### src/core/lbwrh_pkg.sv
package lbwrh_pkg;
  // ----------------------------------------
  // Address space layout
  // ----------------------------------------
  localparam int ADDR_W = 20;                  // One megabyte of external space
  localparam int REGION_W = 3;                 // Eight regions
  localparam int REGION_CNT = 8;
  localparam int REGION_LSB = 17;              // Region picked by the top three address bits
  localparam int EXP_W = 3;                    // Expansion setting field width
  localparam logic [2:0] EXP_STEP_MAX = 3'h7;  // Highest of eight expansion steps
  localparam int EXP_MIN_BITS = 8;             // Smallest step is 256 bytes
  localparam int DATA_W = 8;
  localparam int WAIT_W = 2;                   // Per-region wait count width
  localparam int REF_DIV_W = 8;                // Refresh interval counter width
  // ----------------------------------------
  // Timing constants
  // ----------------------------------------
  localparam int ADDR_PHASE_CYC = 1;           // Base address strobe phase
  localparam int ADDR_WAIT_CYC = 1;            // Extra phase when address wait is on
  localparam logic [7:0] REF_INTERVAL_RST = 8'h40;  // Default refresh interval
  localparam logic [WAIT_W*REGION_CNT-1:0] WAIT_RST = 16'h0000;
  // ----------------------------------------
  // Bus sequencer states
  // ----------------------------------------
  typedef enum logic [2:0] {
    LBWRH_IDLE,
    LBWRH_ADDR,
    LBWRH_STRB,
    LBWRH_REFR,
    LBWRH_HOLD
  } lbwrh_state_t;
endpackage

### src/core/lbwrh_local_bus.sv
module lbwrh_local_bus
  import lbwrh_pkg::*;
#(
  parameter int WAIT_BITS = WAIT_W,
  parameter int REF_BITS = REF_DIV_W
) (
  input wire logic ref_clk_in,
  input wire logic rst_in,
  // CPU side request
  input wire logic req_valid_in,                          // Access request
  input wire logic req_write_in,                          // 1 = write
  input wire logic [lbwrh_pkg::ADDR_W-1:0] req_addr_in,   // Byte address
  input wire logic [lbwrh_pkg::DATA_W-1:0] req_wdata_in,  // Write data
  output logic req_ready_out,                             // Request taken
  output logic rsp_valid_out,                             // Access done pulse
  output logic [lbwrh_pkg::DATA_W-1:0] rsp_rdata_out,     // Read data
  output logic req_range_err_out,                         // Address beyond expansion
  // Configuration bits
  input wire logic [lbwrh_pkg::EXP_W-1:0] expand_step_in, // Expansion step 0..7
  input wire logic [WAIT_BITS*lbwrh_pkg::REGION_CNT-1:0] region_wait_in,
  input wire logic addr_wait_en_in,                       // Global address wait
  input wire logic pulse_refresh_en_in,                   // Periodic refresh cycles
  input wire logic [REF_BITS-1:0] refresh_interval_in,
  input wire logic access_refresh_en_in,                  // Refresh during accesses
  input wire logic [lbwrh_pkg::REGION_W-1:0] refresh_region_in,
  input wire logic standby_in,                            // Standby state
  // External bus
  output logic [lbwrh_pkg::ADDR_W-1:0] addr_out,
  output logic addr_oe_out,
  output logic [lbwrh_pkg::DATA_W-1:0] ad_out,            // Multiplexed address/data
  output logic ad_oe_out,
  input wire logic [lbwrh_pkg::DATA_W-1:0] ad_in,
  output logic address_strobe_out,
  output logic read_strobe_n_out,
  output logic write_strobe_n_out,
  output logic strobe_oe_out,                             // Enable of strobes
  output logic [lbwrh_pkg::REGION_CNT-1:0] region_sel_out,
  output logic refresh_pulse_out_n_out,                   // Refresh request, active low
  input wire logic hold_request_in,
  output logic hold_acknowledge_out,
  output logic busy_out                                   // Cycle in progress
);
  import lbwrh_pkg::*;

  // ----------------------------------------
  // Helpers
  // ----------------------------------------
  // Region of an address: top three bits of the 1 MB space
  function automatic logic [REGION_W-1:0] region_of(input logic [ADDR_W-1:0] a);
    return a[ADDR_W-1:REGION_LSB];
  endfunction

  // Address fits the expanded external space
  function automatic logic in_range(input logic [ADDR_W-1:0] a, input logic [EXP_W-1:0] s);
    logic [ADDR_W:0] lim;
    lim = (s >= EXP_STEP_MAX) ? (21'h1 << ADDR_W) : (21'h1 << (EXP_MIN_BITS + 2 * s));
    return {1'b0, a} < lim;
  endfunction

  lbwrh_state_t state_ff;            // Bus sequencer state
  lbwrh_state_t nxt_state;
  logic [2:0] cnt_ff;                // Phase counter
  logic [2:0] nxt_cnt;
  logic wr_ff;                       // Current access is a write
  logic [ADDR_W-1:0] addr_ff;        // Latched address
  logic [DATA_W-1:0] wdata_ff;
  logic [REGION_W-1:0] reg_ff;       // Latched region
  logic [WAIT_BITS-1:0] wait_sel;    // Wait count of the latched region
  logic refresh_due;                 // Interval timer request
  logic refresh_take;                // Refresh cycle started
  logic accept;                      // New access accepted
  logic hold_ok;                     // Hold may be granted now
  logic strobe_end;                  // Last strobe cycle
  logic addr_end;                    // Last address cycle
  logic [2:0] addr_len;              // Address phase length

  // ----------------------------------------
  // Refresh interval timer
  // ----------------------------------------
  lbwrh_refresh_timer #(.DIV_W(REF_BITS)) u_timer (
    .ref_clk_in(ref_clk_in),
    .rst_in(rst_in),
    .run_in(pulse_refresh_en_in && (state_ff != LBWRH_HOLD) && !standby_in),
    .interval_in(refresh_interval_in),
    .taken_in(refresh_take),
    .due_out(refresh_due)
  );

  // ----------------------------------------
  // Sequencer decode
  // ----------------------------------------
  assign wait_sel = region_wait_in[reg_ff*WAIT_BITS +: WAIT_BITS];
  assign addr_len = 3'(ADDR_PHASE_CYC) + (addr_wait_en_in ? 3'(ADDR_WAIT_CYC) : 3'h0);
  assign addr_end = (cnt_ff + 3'h1 >= addr_len);
  assign strobe_end = (cnt_ff >= 3'(wait_sel));
  // Hold only granted between cycles, so the running cycle always finishes
  assign hold_ok = (state_ff == LBWRH_IDLE) && hold_request_in;
  assign refresh_take = (state_ff == LBWRH_IDLE) && !hold_request_in && refresh_due && !standby_in;
  assign accept = (state_ff == LBWRH_IDLE) && !hold_request_in && !refresh_take && !standby_in
                  && req_valid_in && in_range(req_addr_in, expand_step_in);
  assign req_ready_out = accept
                         || ((state_ff == LBWRH_IDLE) && !hold_request_in && !refresh_take && !standby_in
                             && req_valid_in && !in_range(req_addr_in, expand_step_in));
  assign req_range_err_out = req_ready_out && !accept;
  assign busy_out = (state_ff == LBWRH_ADDR) || (state_ff == LBWRH_STRB) || (state_ff == LBWRH_REFR);

  // Next-state logic
  always_comb begin
    nxt_state = state_ff;
    nxt_cnt = cnt_ff;
    case (state_ff)
      LBWRH_IDLE: begin
        nxt_cnt = 3'h0;
        if (hold_ok) begin
          nxt_state = LBWRH_HOLD;
        end else if (refresh_take) begin
          nxt_state = LBWRH_REFR;
        end else if (accept) begin
          nxt_state = LBWRH_ADDR;
        end
      end
      LBWRH_ADDR: begin
        if (addr_end) begin
          nxt_state = LBWRH_STRB;
          nxt_cnt = 3'h0;
        end else begin
          nxt_cnt = cnt_ff + 3'h1;
        end
      end
      LBWRH_STRB: begin
        if (strobe_end) begin
          nxt_state = LBWRH_IDLE;
          nxt_cnt = 3'h0;
        end else begin
          nxt_cnt = cnt_ff + 3'h1;
        end
      end
      LBWRH_REFR: begin
        nxt_state = LBWRH_IDLE;  // Single-cycle refresh bus cycle
      end
      LBWRH_HOLD: begin
        if (!hold_request_in) begin
          nxt_state = LBWRH_IDLE;
        end
      end
      default: begin
        nxt_state = LBWRH_IDLE;
        nxt_cnt = 3'h0;
      end
    endcase
  end

  // ----------------------------------------
  // State registers
  // ----------------------------------------
  always_ff @(posedge ref_clk_in or posedge rst_in) begin
    if (rst_in) begin
      state_ff <= LBWRH_IDLE;
      cnt_ff <= 3'h0;
    end else begin
      state_ff <= nxt_state;
      cnt_ff <= nxt_cnt;
    end
  end

  // Access latch, loaded when a request is accepted
  always_ff @(posedge ref_clk_in or posedge rst_in) begin
    if (rst_in) begin
      wr_ff <= 1'b0;
      addr_ff <= '0;
      wdata_ff <= '0;
      reg_ff <= '0;
    end else if (accept) begin
      wr_ff <= req_write_in;
      addr_ff <= req_addr_in;
      wdata_ff <= req_wdata_in;
      reg_ff <= region_of(req_addr_in);
    end
  end

  // ----------------------------------------
  // Bus pins
  // ----------------------------------------
  // Registered outputs; driven from the next state so pins settle with the state
  always_ff @(posedge ref_clk_in or posedge rst_in) begin
    if (rst_in) begin
      addr_out <= '0;
      ad_out <= '0;
      ad_oe_out <= 1'b0;
      address_strobe_out <= 1'b0;
      read_strobe_n_out <= 1'b1;
      write_strobe_n_out <= 1'b1;
      region_sel_out <= '0;
    end else begin
      address_strobe_out <= (nxt_state == LBWRH_ADDR);
      read_strobe_n_out <= !((nxt_state == LBWRH_STRB) && !wr_ff);
      write_strobe_n_out <= !((nxt_state == LBWRH_STRB) && wr_ff);
      if (state_ff == LBWRH_IDLE && accept) begin
        addr_out <= req_addr_in;
        ad_out <= req_addr_in[DATA_W-1:0];  // Low address on the shared lines
        ad_oe_out <= 1'b1;
        region_sel_out <= REGION_CNT'(1) << region_of(req_addr_in);
      end else if (nxt_state == LBWRH_STRB) begin
        ad_out <= wdata_ff;
        ad_oe_out <= wr_ff;  // Released for reads so memory can drive
      end else if (nxt_state != LBWRH_ADDR) begin
        ad_oe_out <= 1'b0;
        region_sel_out <= '0;
      end
    end
  end

  // Address and strobe drivers float only while the other master owns the bus
  always_ff @(posedge ref_clk_in or posedge rst_in) begin
    if (rst_in) begin
      addr_oe_out <= 1'b1;
      strobe_oe_out <= 1'b1;
      hold_acknowledge_out <= 1'b0;
    end else begin
      addr_oe_out <= (nxt_state != LBWRH_HOLD);
      strobe_oe_out <= (nxt_state != LBWRH_HOLD);
      // Acknowledge follows one cycle after the drivers let go
      hold_acknowledge_out <= (state_ff == LBWRH_HOLD) && (nxt_state == LBWRH_HOLD);
    end
  end

  // Refresh output: low level in standby unless held, one-cycle pulse otherwise
  always_ff @(posedge ref_clk_in or posedge rst_in) begin
    if (rst_in) begin
      refresh_pulse_out_n_out <= 1'b1;
    end else if (standby_in && state_ff != LBWRH_HOLD) begin
      refresh_pulse_out_n_out <= 1'b0;
    end else if (nxt_state == LBWRH_REFR) begin
      refresh_pulse_out_n_out <= 1'b0;
    end else if (access_refresh_en_in && accept && region_of(req_addr_in) == refresh_region_in) begin
      refresh_pulse_out_n_out <= 1'b0;
    end else begin
      refresh_pulse_out_n_out <= 1'b1;
    end
  end

  // Read data capture and completion pulse
  always_ff @(posedge ref_clk_in or posedge rst_in) begin
    if (rst_in) begin
      rsp_valid_out <= 1'b0;
      rsp_rdata_out <= '0;
    end else begin
      rsp_valid_out <= (state_ff == LBWRH_STRB) && strobe_end;
      if ((state_ff == LBWRH_STRB) && strobe_end && !wr_ff) begin
        rsp_rdata_out <= ad_in;
      end
    end
  end

  // ----------------------------------------
  // Checks
  // ----------------------------------------
  hold_after_float_a: assert property (@(posedge ref_clk_in) disable iff (rst_in)
    hold_acknowledge_out |-> !addr_oe_out && !strobe_oe_out && !ad_oe_out)
    else $error("Acknowledge while bus still driven");
  ack_delay_a: assert property (@(posedge ref_clk_in) disable iff (rst_in)
    (state_ff == LBWRH_IDLE && hold_request_in) |-> ##2 hold_acknowledge_out || !hold_request_in)
    else $error("Acknowledge late");
  no_cycle_hold_a: assert property (@(posedge ref_clk_in) disable iff (rst_in)
    busy_out |-> !hold_acknowledge_out)
    else $error("Acknowledge during bus cycle");
  hold_quiet_a: assert property (@(posedge ref_clk_in) disable iff (rst_in)
    hold_acknowledge_out && !standby_in |-> refresh_pulse_out_n_out && read_strobe_n_out)
    else $error("Activity while held");
  release_a: assert property (@(posedge ref_clk_in) disable iff (rst_in)
    $fell(hold_request_in) && hold_acknowledge_out |=> !hold_acknowledge_out ##1 addr_oe_out)
    else $error("Release mishandled");
  standby_low_a: assert property (@(posedge ref_clk_in) disable iff (rst_in)
    standby_in && state_ff != LBWRH_HOLD |=> !refresh_pulse_out_n_out)
    else $error("Refresh not low in standby");
  refr_pulse_a: assert property (@(posedge ref_clk_in) disable iff (rst_in)
    refresh_take |=> !refresh_pulse_out_n_out && state_ff == LBWRH_REFR)
    else $error("Refresh cycle missing pulse");
  addr_wait_a: assert property (@(posedge ref_clk_in) disable iff (rst_in)
    accept && addr_wait_en_in |=> address_strobe_out [*2])
    else $error("Address wait not applied");
  strobe_len_a: assert property (@(posedge ref_clk_in) disable iff (rst_in)
    $fell(read_strobe_n_out) && wait_sel == '0 |=> read_strobe_n_out)
    else $error("Strobe length wrong");
  access_refr_a: assert property (@(posedge ref_clk_in) disable iff (rst_in)
    accept && access_refresh_en_in && region_of(req_addr_in) == refresh_region_in
    |=> !refresh_pulse_out_n_out)
    else $error("Access refresh pulse missing");
  cov_read_c: cover property (@(posedge ref_clk_in) accept && !req_write_in);
  cov_write_c: cover property (@(posedge ref_clk_in) accept && req_write_in);
  cov_hold_c: cover property (@(posedge ref_clk_in) $rose(hold_acknowledge_out));
  cov_refr_c: cover property (@(posedge ref_clk_in) refresh_take);
endmodule

### src/core/lbwrh_refresh_timer.sv
// Refresh interval timer that counts only while run_in is high; raises a due flag and
// keeps it pending until the sequencer takes it.
module lbwrh_refresh_timer
  import lbwrh_pkg::*;
#(
  parameter int DIV_W = REF_DIV_W
) (
  input wire logic ref_clk_in,
  input wire logic rst_in,
  input wire logic run_in,                   // Counting allowed
  input wire logic [DIV_W-1:0] interval_in,  // Cycles between requests
  input wire logic taken_in,                 // Sequencer served the request
  output logic due_out                       // Refresh request pending
);
  logic [DIV_W-1:0] cnt_ff;  // Cycles since last request
  logic [DIV_W-1:0] nxt_cnt;
  logic expire;              // Interval elapsed

  // ----------------------------------------
  // Interval counter
  // ----------------------------------------
  assign expire = run_in && (cnt_ff >= interval_in);
  assign nxt_cnt = expire ? '0 : (run_in ? cnt_ff + 1'b1 : cnt_ff);

  // Counter holds still while suspended so no refresh piles up
  always_ff @(posedge ref_clk_in or posedge rst_in) begin
    if (rst_in) begin
      cnt_ff <= '0;
    end else begin
      cnt_ff <= nxt_cnt;
    end
  end

  // Pending flag: a new expiry wins over a take in the same cycle
  always_ff @(posedge ref_clk_in or posedge rst_in) begin
    if (rst_in) begin
      due_out <= 1'b0;
    end else if (expire) begin
      due_out <= 1'b1;
    end else if (taken_in) begin
      due_out <= 1'b0;
    end
  end
endmodule

### config.mk
export PLATFORM = sky130hd
export DESIGN_NAME = lbwrh_local_bus
export DESIGN_NICKNAME = d
export VERILOG_FILES = /design/src/core/lbwrh_pkg.sv /design/src/core/lbwrh_local_bus.sv /design/src/core/lbwrh_refresh_timer.sv
export SDC_FILE = /design/constraint.sdc
export NUM_CORES = 1
export LEC_CHECK = 0
export BUFFER_PORTS_ARGS = -buffer_cell sky130_fd_sc_hd__buf_2
export CAP_MARGIN = 20
export CORE_AREA = 2 2 90 92
export CTS_CLUSTER_DIAMETER = 40
export CTS_CLUSTER_SIZE = 12
export DETAILED_ROUTE_END_ITERATION = 10
export DIE_AREA = 0 0 92 94
export GPL_TIMING_DRIVEN = 0
export HOLD_SLACK_MARGIN = 0.12
export PLACE_DENSITY_LB_ADDON = 0.12
export SLEW_MARGIN = 40
export SYNTH_ARGS = -nofsm -noshare
export SYNTH_HDL_FRONTEND = slang
export SYNTH_SLANG_ARGS = --single-unit
### constraint.sdc
create_clock -name ref_clk_in -period 5 [get_ports ref_clk_in]
set_input_delay 0.75 -clock ref_clk_in [delete_from_list [all_inputs] [get_ports ref_clk_in]]
set_output_delay 0.75 -clock ref_clk_in [all_outputs]
set_load 0.005 [all_outputs]
==> run summary, run 1 <==
The run finished with clean final reports. Entering global routing, the biggest net connects 57 pins. Number of antenna violations at the first check in global routing: 0. Setup repair after global routing left no endpoint under its margin. Counting flops and latches in the post-synthesis netlist gives 79.

Clock skew on the completed layout was measured at 0.00755 ns. The number of antenna diodes in the final layout is 0. After synthesis the cells add up to 4230 um2. Prior to clock tree synthesis, the placed netlist has a worst setup slack of 1.46 ns.

Once detail routing completed, the nets flagged for antenna violations numbered 0. The half-perimeter wire length after placement came out at 7720 um. The achievable clock frequency came out at 302 MHz.

Hold repair after CTS inserted 0 buffers. The average wire per cell in the routed design was 16.6 um. The run gives 9 as the number of buffers created by CTS.

The mean area per synthesized cell came out at 11.1 um2. The first TritonRoute pass finished after 5 iterations. For this run, the leading register cell type out of synthesis is sky130_fd_sc_hd__dfrtp_1.

After floorplanning, the core was divided into 32 placement rows. The logic depth of the worst register-to-register path was 9. The core area was 7610 um2; the routing usage on met2 was 41.9%. The endpoint arrival time on the critical path was 3.56 ns.

The run gives 0 as the number of DRC violations after detailed routing. The number of nets handed over by synthesis was 475. The fraction of the cycle the final worst path needs came out at 66.2%. The total of endpoints with negative setup slack in the final report was 0. The run gives 8650 um2 as the full die area. The run gives 612 as the total instance count after detailed placement. The wire length of the first global-routing pass came out at 16900 um. The post-route netlist has 40.9% of its cells at a drive strength greater than 1. The netlist uses 53 different library cells. The tools report the starting utilization of the core area as 55.6%. During I/O placement, the number of pins put on the boundary was 131. The floorplan step set the die width to 92 um. The most used routing layer was met2. Across the run, the number of max-cap violations was 0. During synthesis, Yosys emitted a total of 0 warnings. Post-cts resize count: 0. After clock tree synthesis, the clock-pin slew on the worst setup and hold paths is 0.08 ns.

The number of DRC markers after the initial detailed-route iteration came out at 190. The final count of hold timing violations came out at 0. In the synthesized netlist the async set-or-reset flop fraction comes to 100%. The clock root buffer master was sky130_fd_sc_hd__clkbuf_8. Once the clock tree was built, the setup fixing pass inserted 0 buffers. The clock insertion delay at the later pin of the skew report came out at 0.36 ns.

TritonCTS built the clock tree. STA classifies the critical path endpoint as a flip-flop. Across the VDD grid, the largest voltage drop is 0.000276 V. On the final layout, the worst hold slack is 0.324 ns. The required arrival time at the worst endpoint was 5.25 ns; the signed area change from the synthesized netlist to the final layout was 23.9%.

After routing, the total negative slack on setup checks comes to 0 ns. Global routing used 6.90% of the available met3 tracks. The clock sink count was 79.

STA classifies the critical path startpoint as a flip-flop. Global routing used 32.4% of the available met1 tracks. The final critical delay including setup and external delays was 3.31 ns; the static power due to leakage was 2.65 nW.

At the pin with the least slew margin, the transition time is 0.650 ns. Setup slack closes at 1.69 ns. The final route contains 3558 vias. Die span in y: 94 um.

After synthesis, the largest area contributor takes up 44.4% of total cell area. After detailed routing, the total wire length is 10400 um. The worst-case register-to-register setup slack was 1.69 ns; the total overflow reported by the global router was 0.

The library cell used most frequently in the layout, excluding fill and tap cells, is sky130_fd_sc_hd__buf_2. In this run the deepest clock path goes through 2 buffers. Synthesis produced 380 cells. The count of flip-flops with a built-in enable after synthesis came out at 0.

Worst flop-to-flop path startpoint: reg_ff[0]. Leaving out fill and tap cells, the most frequent cells in the layout are sky130_fd_sc_hd__buf_2 (136), sky130_fd_sc_hd__dfrtp_1 (75), sky130_fd_sc_hd__nand2_1 (45). The net count of the finished layout is 616. The start point of the critical path is reg_ff[0]. Count of H-tree levels built during CTS: 3. In this run the worst path has a maximum fanout of 10. In this run the critical register-to-register path is captured at ad_out[5].

The tools report the number of global-route vias before repair as 3482. During placement, the flow inserted port buffers numbering 129. The startpoint-to-endpoint class of the critical path is reg2reg. sky130_fd_sc_hd__dfrtp_1 takes more of the synthesized area than any other cell.

The total power density per cell area is 512 nW/um2. The non-filler instance count after layout was 628. The worst min-delay path class is in2async.

The run gives 56.5% as the max-slew headroom at the worst pin. Yosys attributes the largest share of cell area to sky130_fd_sc_hd__dfrtp_1 (44%), sky130_fd_sc_hd__mux2_2 (10%), sky130_fd_sc_hd__ha_1 (5.9%). For the global placer's final weighted congestion, the log shows 0.853.

After synthesis, flip-flops and latches occupy 46.9% of the total area. The final-report max-slew violation count is 0, and the all-layer global routing usage is 25.2%. The number of vias per cell works out to 5.67.
[layout make-up]
class | count | area [um2]
flip-flops and latches | 79 | 1980
multi-input cells | 262 | 2090
well taps | 102 | 128
clock inverters | 4 | 70.1
fillers | 622 | 2370
inverters | 20 | 80.1
plain buffers | 19 | 83.8
clock buffers | 12 | 135
repair buffers | 130 | 673
[flip-flops by register name, summed over array words and instances, names as in the netlist]
name / count
cnt_ff: 3
region_sel_out: 8
wr_ff: 1
strobe_oe_out: 1
read_strobe_n_out: 1
u_timer.cnt_ff: 8
rsp_valid_out: 1
reg_ff: 3
addr_out: 20
ad_oe_out: 1
hold_acknowledge_out: 1
ad_out: 8
write_strobe_n_out: 1
address_strobe_out: 1
rsp_rdata_out: 8
u_timer.due_out: 1
refresh_pulse_out_n_out: 1
state_ff: 3
wdata_ff: 8
[layer usage]
layer	wire length, um	part of all wire (%)	vias to the layer above
li1	-	-	1683
met1	4490	43	1723
met2	5000	48	137
met3	777	7.4	15
met4	173	1.7	0
met5	0	0	-
[how the worst max path moves through the flow]
stage                         to  slack, ns  cells after the start
2_1_floorplan          ad_out[0]       1.88                      9
3_3_place_gp         addr_out[2]       1.35                      2
3_5_place_dp           ad_out[5]       1.46                     10
4_1_cts                ad_out[5]       1.71                      9
5_1_grt        region_sel_out[0]       1.44                     10
6_report               ad_out[5]       1.69                      9
[where the power goes]
group,switching (W),internal (W)
clock,0.000229,0.000280
combinational,0.000558,0.000546
sequential,0.000189,0.000881
[through the flow]
step / utilization, % / instance area, um2 / power, W
floorplan: - / 4230 / 0.00177
global placement: 65.8 / 5000 / 0.00211
detailed placement: 66.2 / 5030 / 0.00217
CTS: 68.9 / 5240 / 0.00268
global route: 68.9 / 5240 / 0.00287
finish: 68.9 / 5240 / 0.00268
[synth_stat cells, drive strengths merged, types with 2 or more instances]
master / count
or2: 2
nor2: 14
clkbuf: 10
xnor2: 3
o41ai: 4
dfrtp: 75
nand3: 11
o211ai: 14
nand2b: 5
mux4: 4
o311ai: 3
o21ai: 19
dfstp: 4
a311o: 8
and3: 10
or3: 3
nand3b: 3
buf: 9
nor2b: 2
o2111ai: 8
nand2: 45
or3b: 2
ha: 20
inv: 20
a211oi: 4
o21a: 2
nor3: 4
a21oi: 5
mux2: 50
[critical path, cell delays in order (launching register included)]
cell	delay, ns
sky130_fd_sc_hd__dfrtp_1	0.51
sky130_fd_sc_hd__mux4_2	0.56
sky130_fd_sc_hd__mux2_2	0.29
sky130_fd_sc_hd__ha_1	0.27
sky130_fd_sc_hd__nor2b_1	0.16
sky130_fd_sc_hd__clkbuf_1	0.42
sky130_fd_sc_hd__o21ai_1	0.14
sky130_fd_sc_hd__buf_2	0.24
sky130_fd_sc_hd__a311o_1	0.35
sky130_fd_sc_hd__mux2_4	0.26
[cell families (layout without fill, tap and decap cells)]
kind of cell,Yosys count,count (layout),share of synthesized area (%)
xor+xnor,4,4,0.829
buf+inv,39,185,3.76
fa+ha+maj,20,20,5.92
simple gates,106,106,12.5
flops,79,79,46.9
mux,55,55,16.4
compound gates,77,77,13.8
(Power assumes the default switching activity.)
==> inputs of run 2 (changes only) <==
--- a/config.mk
+++ b/config.mk
@@ -7,11 +7,11 @@
 export LEC_CHECK = 0
 export BUFFER_PORTS_ARGS = -buffer_cell sky130_fd_sc_hd__buf_2
 export CAP_MARGIN = 20
-export CORE_AREA = 2 2 90 92
+export CORE_AREA = 2 2 94 96
 export CTS_CLUSTER_DIAMETER = 40
 export CTS_CLUSTER_SIZE = 12
 export DETAILED_ROUTE_END_ITERATION = 10
-export DIE_AREA = 0 0 92 94
+export DIE_AREA = 0 0 96 98
 export GPL_TIMING_DRIVEN = 0
 export HOLD_SLACK_MARGIN = 0.12
 export PLACE_DENSITY_LB_ADDON = 0.12
==> constraint.sdc (replaced) <==
create_clock -name ref_clk_in -period 3.25 [get_ports ref_clk_in]
set_input_delay 0.4875 -clock ref_clk_in [delete_from_list [all_inputs] [get_ports ref_clk_in]]
set_output_delay 0.4875 -clock ref_clk_in [all_outputs]
set_load 0.005 [all_outputs]
==> run summary, run 2 (synthesis results as in run 1) <==
The final-report max-slew violation count came out at 0 (unchanged). The highest ir drop seen on vdd is 0.000462 V (was 0.000276 V). The maximum cell stage delay along the critical path works out to 0.52 ns (was 0.56 ns).

The kind of end point of the critical path was a flip-flop (unchanged). The signed area change from the synthesized netlist to the final layout works out to 24.8% (was 23.9%). The starting utilization of the core area was 50.0% (was 55.6%); the number of cells on the worst hold path was 2.

The worst slack at placement is -0.0370 ns (was 1.46 ns). TritonCTS built the clock tree. Register with the most flip-flops: addr_out (unchanged).

The setup slack of the critical path after layout is 0.207 ns (was 1.69 ns), and the global placer's final weighted congestion is 0.821 (was 0.853). The tools report the worst hold path endpoint as strobe_oe_out. The number of antenna-violating nets in the routed design came out at 0 (unchanged). Cell with the largest stage delay on the worst path: sky130_fd_sc_hd__mux4_2 (unchanged). The number of placement rows was 34 (was 32); the count of H-tree levels built during CTS was 3 (unchanged). The final count of hold timing violations was 0 (unchanged); the logic depth of the worst register-to-register path was 9 (unchanged).

The tools report the filler cell count as 731 (was 622). The tools report the total of endpoints with negative setup slack in the final report as 0 (unchanged). The tools report the total instance count after detailed placement as 618 (was 612). The element type at the critical path start was a flip-flop (unchanged). The hold path startpoint was hold_request_in. The run gives 617 (was 616) as the total number of nets in the final design. Commonest cells after routing, fill and taps aside: sky130_fd_sc_hd__buf_2 (136), sky130_fd_sc_hd__dfrtp_1 (74), sky130_fd_sc_hd__nand2_1 (45) (was sky130_fd_sc_hd__buf_2 (136), sky130_fd_sc_hd__dfrtp_1 (75), sky130_fd_sc_hd__nand2_1 (45)). The total number of vias is 3552 (was 3558), and the worst clock skew is 0.0118 ns (was 0.00755 ns). The maximum clock insertion buffer count is 2 (unchanged). The ratio of cells with drive above 1 in the final layout was 41.7% (was 40.9%); the number of DRC markers after the initial detailed-route iteration was 187 (was 190).

The number of vias per cell is 5.59 (was 5.67). Cell area after placement: 5040 um2 (was 5030 um2). The tools report the total overflow reported by the global router as 0 (unchanged). Setup repair after global routing left no endpoint under its margin. The maximum net fanout on the critical path came out at 10 (unchanged).

The average wire per cell in the routed design is 16.5 um (was 16.6 um). For the achievable clock frequency, the log shows 329 MHz (was 302 MHz). The worst flop-to-flop path startpoint is reg_ff[0] (unchanged). The run gives 8470 um2 (was 7610 um2) as the core area. Critical Path, Cell by Cell: mux4_2 -> mux2_2 -> ha_1 -> nor2b_1 -> clkbuf_2 -> o21ai_1 -> buf_2 -> a311o_1 -> mux2_4 (was mux4_2 -> mux2_2 -> ha_1 -> nor2b_1 -> clkbuf_1 -> o21ai_1 -> buf_2 -> a311o_1 -> mux2_4).

For the clock sink count, the log shows 79 (unchanged). The fraction of the cycle the final worst path needs was 93.6% (was 66.2%). The number of buffers created by CTS is 9 (unchanged).

The clock root buffer master was sky130_fd_sc_hd__clkbuf_8 (unchanged). For the worst-case register-to-register setup slack, the log shows 0.21 ns (was 1.69 ns). The flow ran to the end, and the final reports show no timing, DRC or antenna violations.

The number of global-route vias before repair is 3485 (was 3482), and the post-route worst hold slack is 0.335 ns (was 0.324 ns). Total power: 0.00415 W (was 0.00268 W). The full die area was 9410 um2 (was 8650 um2). The wire length of the first global-routing pass is 16500 um (was 16900 um), and the total power density per cell area is 786 nW/um2 (was 512 nW/um2). The antenna diode instance count was 0 (unchanged); the final critical delay including setup and external delays was 3.04 ns (was 3.31 ns). The width of the die works out to 96 um (was 92 um).

The iteration count of the initial detailed-routing pass was 4 (was 5); the number of top-level design ports was 131 (unchanged). Half-perimeter wire length after placement: 7950 um (was 7720 um). The reported max-cap violation count came out at 0 (unchanged).

The start point of the critical path is reg_ff[0] (unchanged). End of the worst register-to-register path: ad_out[2] (was ad_out[5]). The tools report the routed wire length as 10500 um (was 10400 um). Most common cell after layout, fill and taps aside: sky130_fd_sc_hd__buf_2 (unchanged). The number of antenna violations at the first check in global routing came out at 0 (unchanged). Number of DRC violations after detailed routing: 0 (unchanged). The required arrival time at the worst endpoint is 3.48 ns (was 5.25 ns). The die span in y was 98 um (was 94 um). The worst min-delay path class is in2reg (was in2async).

The number of buffers added on ports was 129 (unchanged). The max-slew headroom at the worst pin came out at 59.9% (was 56.5%). The static power due to leakage was 2.67 nW (was 2.65 nW); the flip-flop count of the largest register after layout was 20 (unchanged). The run gives 2090 um2 (unchanged) as the area taken by multi-input logic gates. The startpoint-to-endpoint class of the critical path is reg2reg (unchanged).

The total setup buffers inserted after CTS came out at 0 (unchanged). The transition time of the tightest slew-check pin was 0.599 ns (was 0.650 ns); the area used by sequential logic in the layout was 1980 um2 (about the same). The endpoint arrival time on the critical path came out at 3.27 ns (was 3.56 ns). The clock insertion delay at the later pin of the skew report was 0.35 ns (was 0.36 ns); the all-layer global routing usage was 22.6% (was 25.2%).

The clock slew at the register clock pins of the worst setup and hold paths works out to 0.08 ns (about the same). The run gives 60 (was 57) as the pin count of the biggest net entering global routing. For the non-filler instance count after layout, the log shows 635 (was 628). The final non-filler cell area is 5280 um2 (was 5240 um2).
-- run 2: critical path, delay by kind of cell (launching register included) --
kind	cells	cell delay (ns)
compound gates	2	0.46
fa+ha+maj	1	0.27
buf+inv	2	0.51
flops	1	0.45
mux	3	1.08
simple gates	1	0.18
-- run 2: what timing repair did --
item / CTS / global route
setup endpoints to repair: 1 / 11
endpoints found under the hold margin: 20 / 0
gates resized for setup: 1 / 3
cloned: 0 / 0
hold buffers: 1 / 0
-- run 2: worst max path at each step --
stage	end	slack (ns)
2_1_floorplan	ad_out[0]	0.36
3_3_place_gp	wdata_ff[0]	-0.15
3_5_place_dp	ad_out[2]	-0.04
4_1_cts	ad_out[2]	0.14
5_1_grt	ad_out[5]	0.06
6_report	ad_out[2]	0.21
-- run 2: layer usage --
layer  part of all wire (%)  track usage (%)  wire length, um
met1                     44             30.2             4590
met2                     47             35.3             4920
met3                    6.9             4.94              721
met4                    2.2             9.12              232
met5                      0                0                0
-- run 2: per-stage QoR --
step | utilization, % | TNS, ns
after floorplan | - | 0
after global placement | 59.2 | -11.04
after detailed placement | 59.6 | -0.141
after CTS | 62.3 | 0
after global routing | 62.4 | 0
final | 62.4 | 0
-- run 2: power breakdown --
part / internal (W) / switching, W / total, W / leakage [nW]
Clock: 0.000454 / 0.000363 / 0.000817 / 0.110
Sequential: 0.00136 / 0.000289 / 0.00165 / 0.969
Combinational: 0.000846 / 0.000843 / 0.00169 / 1.59
Total: 0.00266 / 0.00149 / 0.00415 / 2.67
-- run 2: final cells by class --
type	instances	share of cell area (%)
buffer	19	1.64
clock buffer	11	2.68
clock inverter	5	1.54
inverter	20	1.52
multi-input combinational	262	39.6
sequential	79	37.6
tap	108	2.56
timing repair buffer	131	12.9
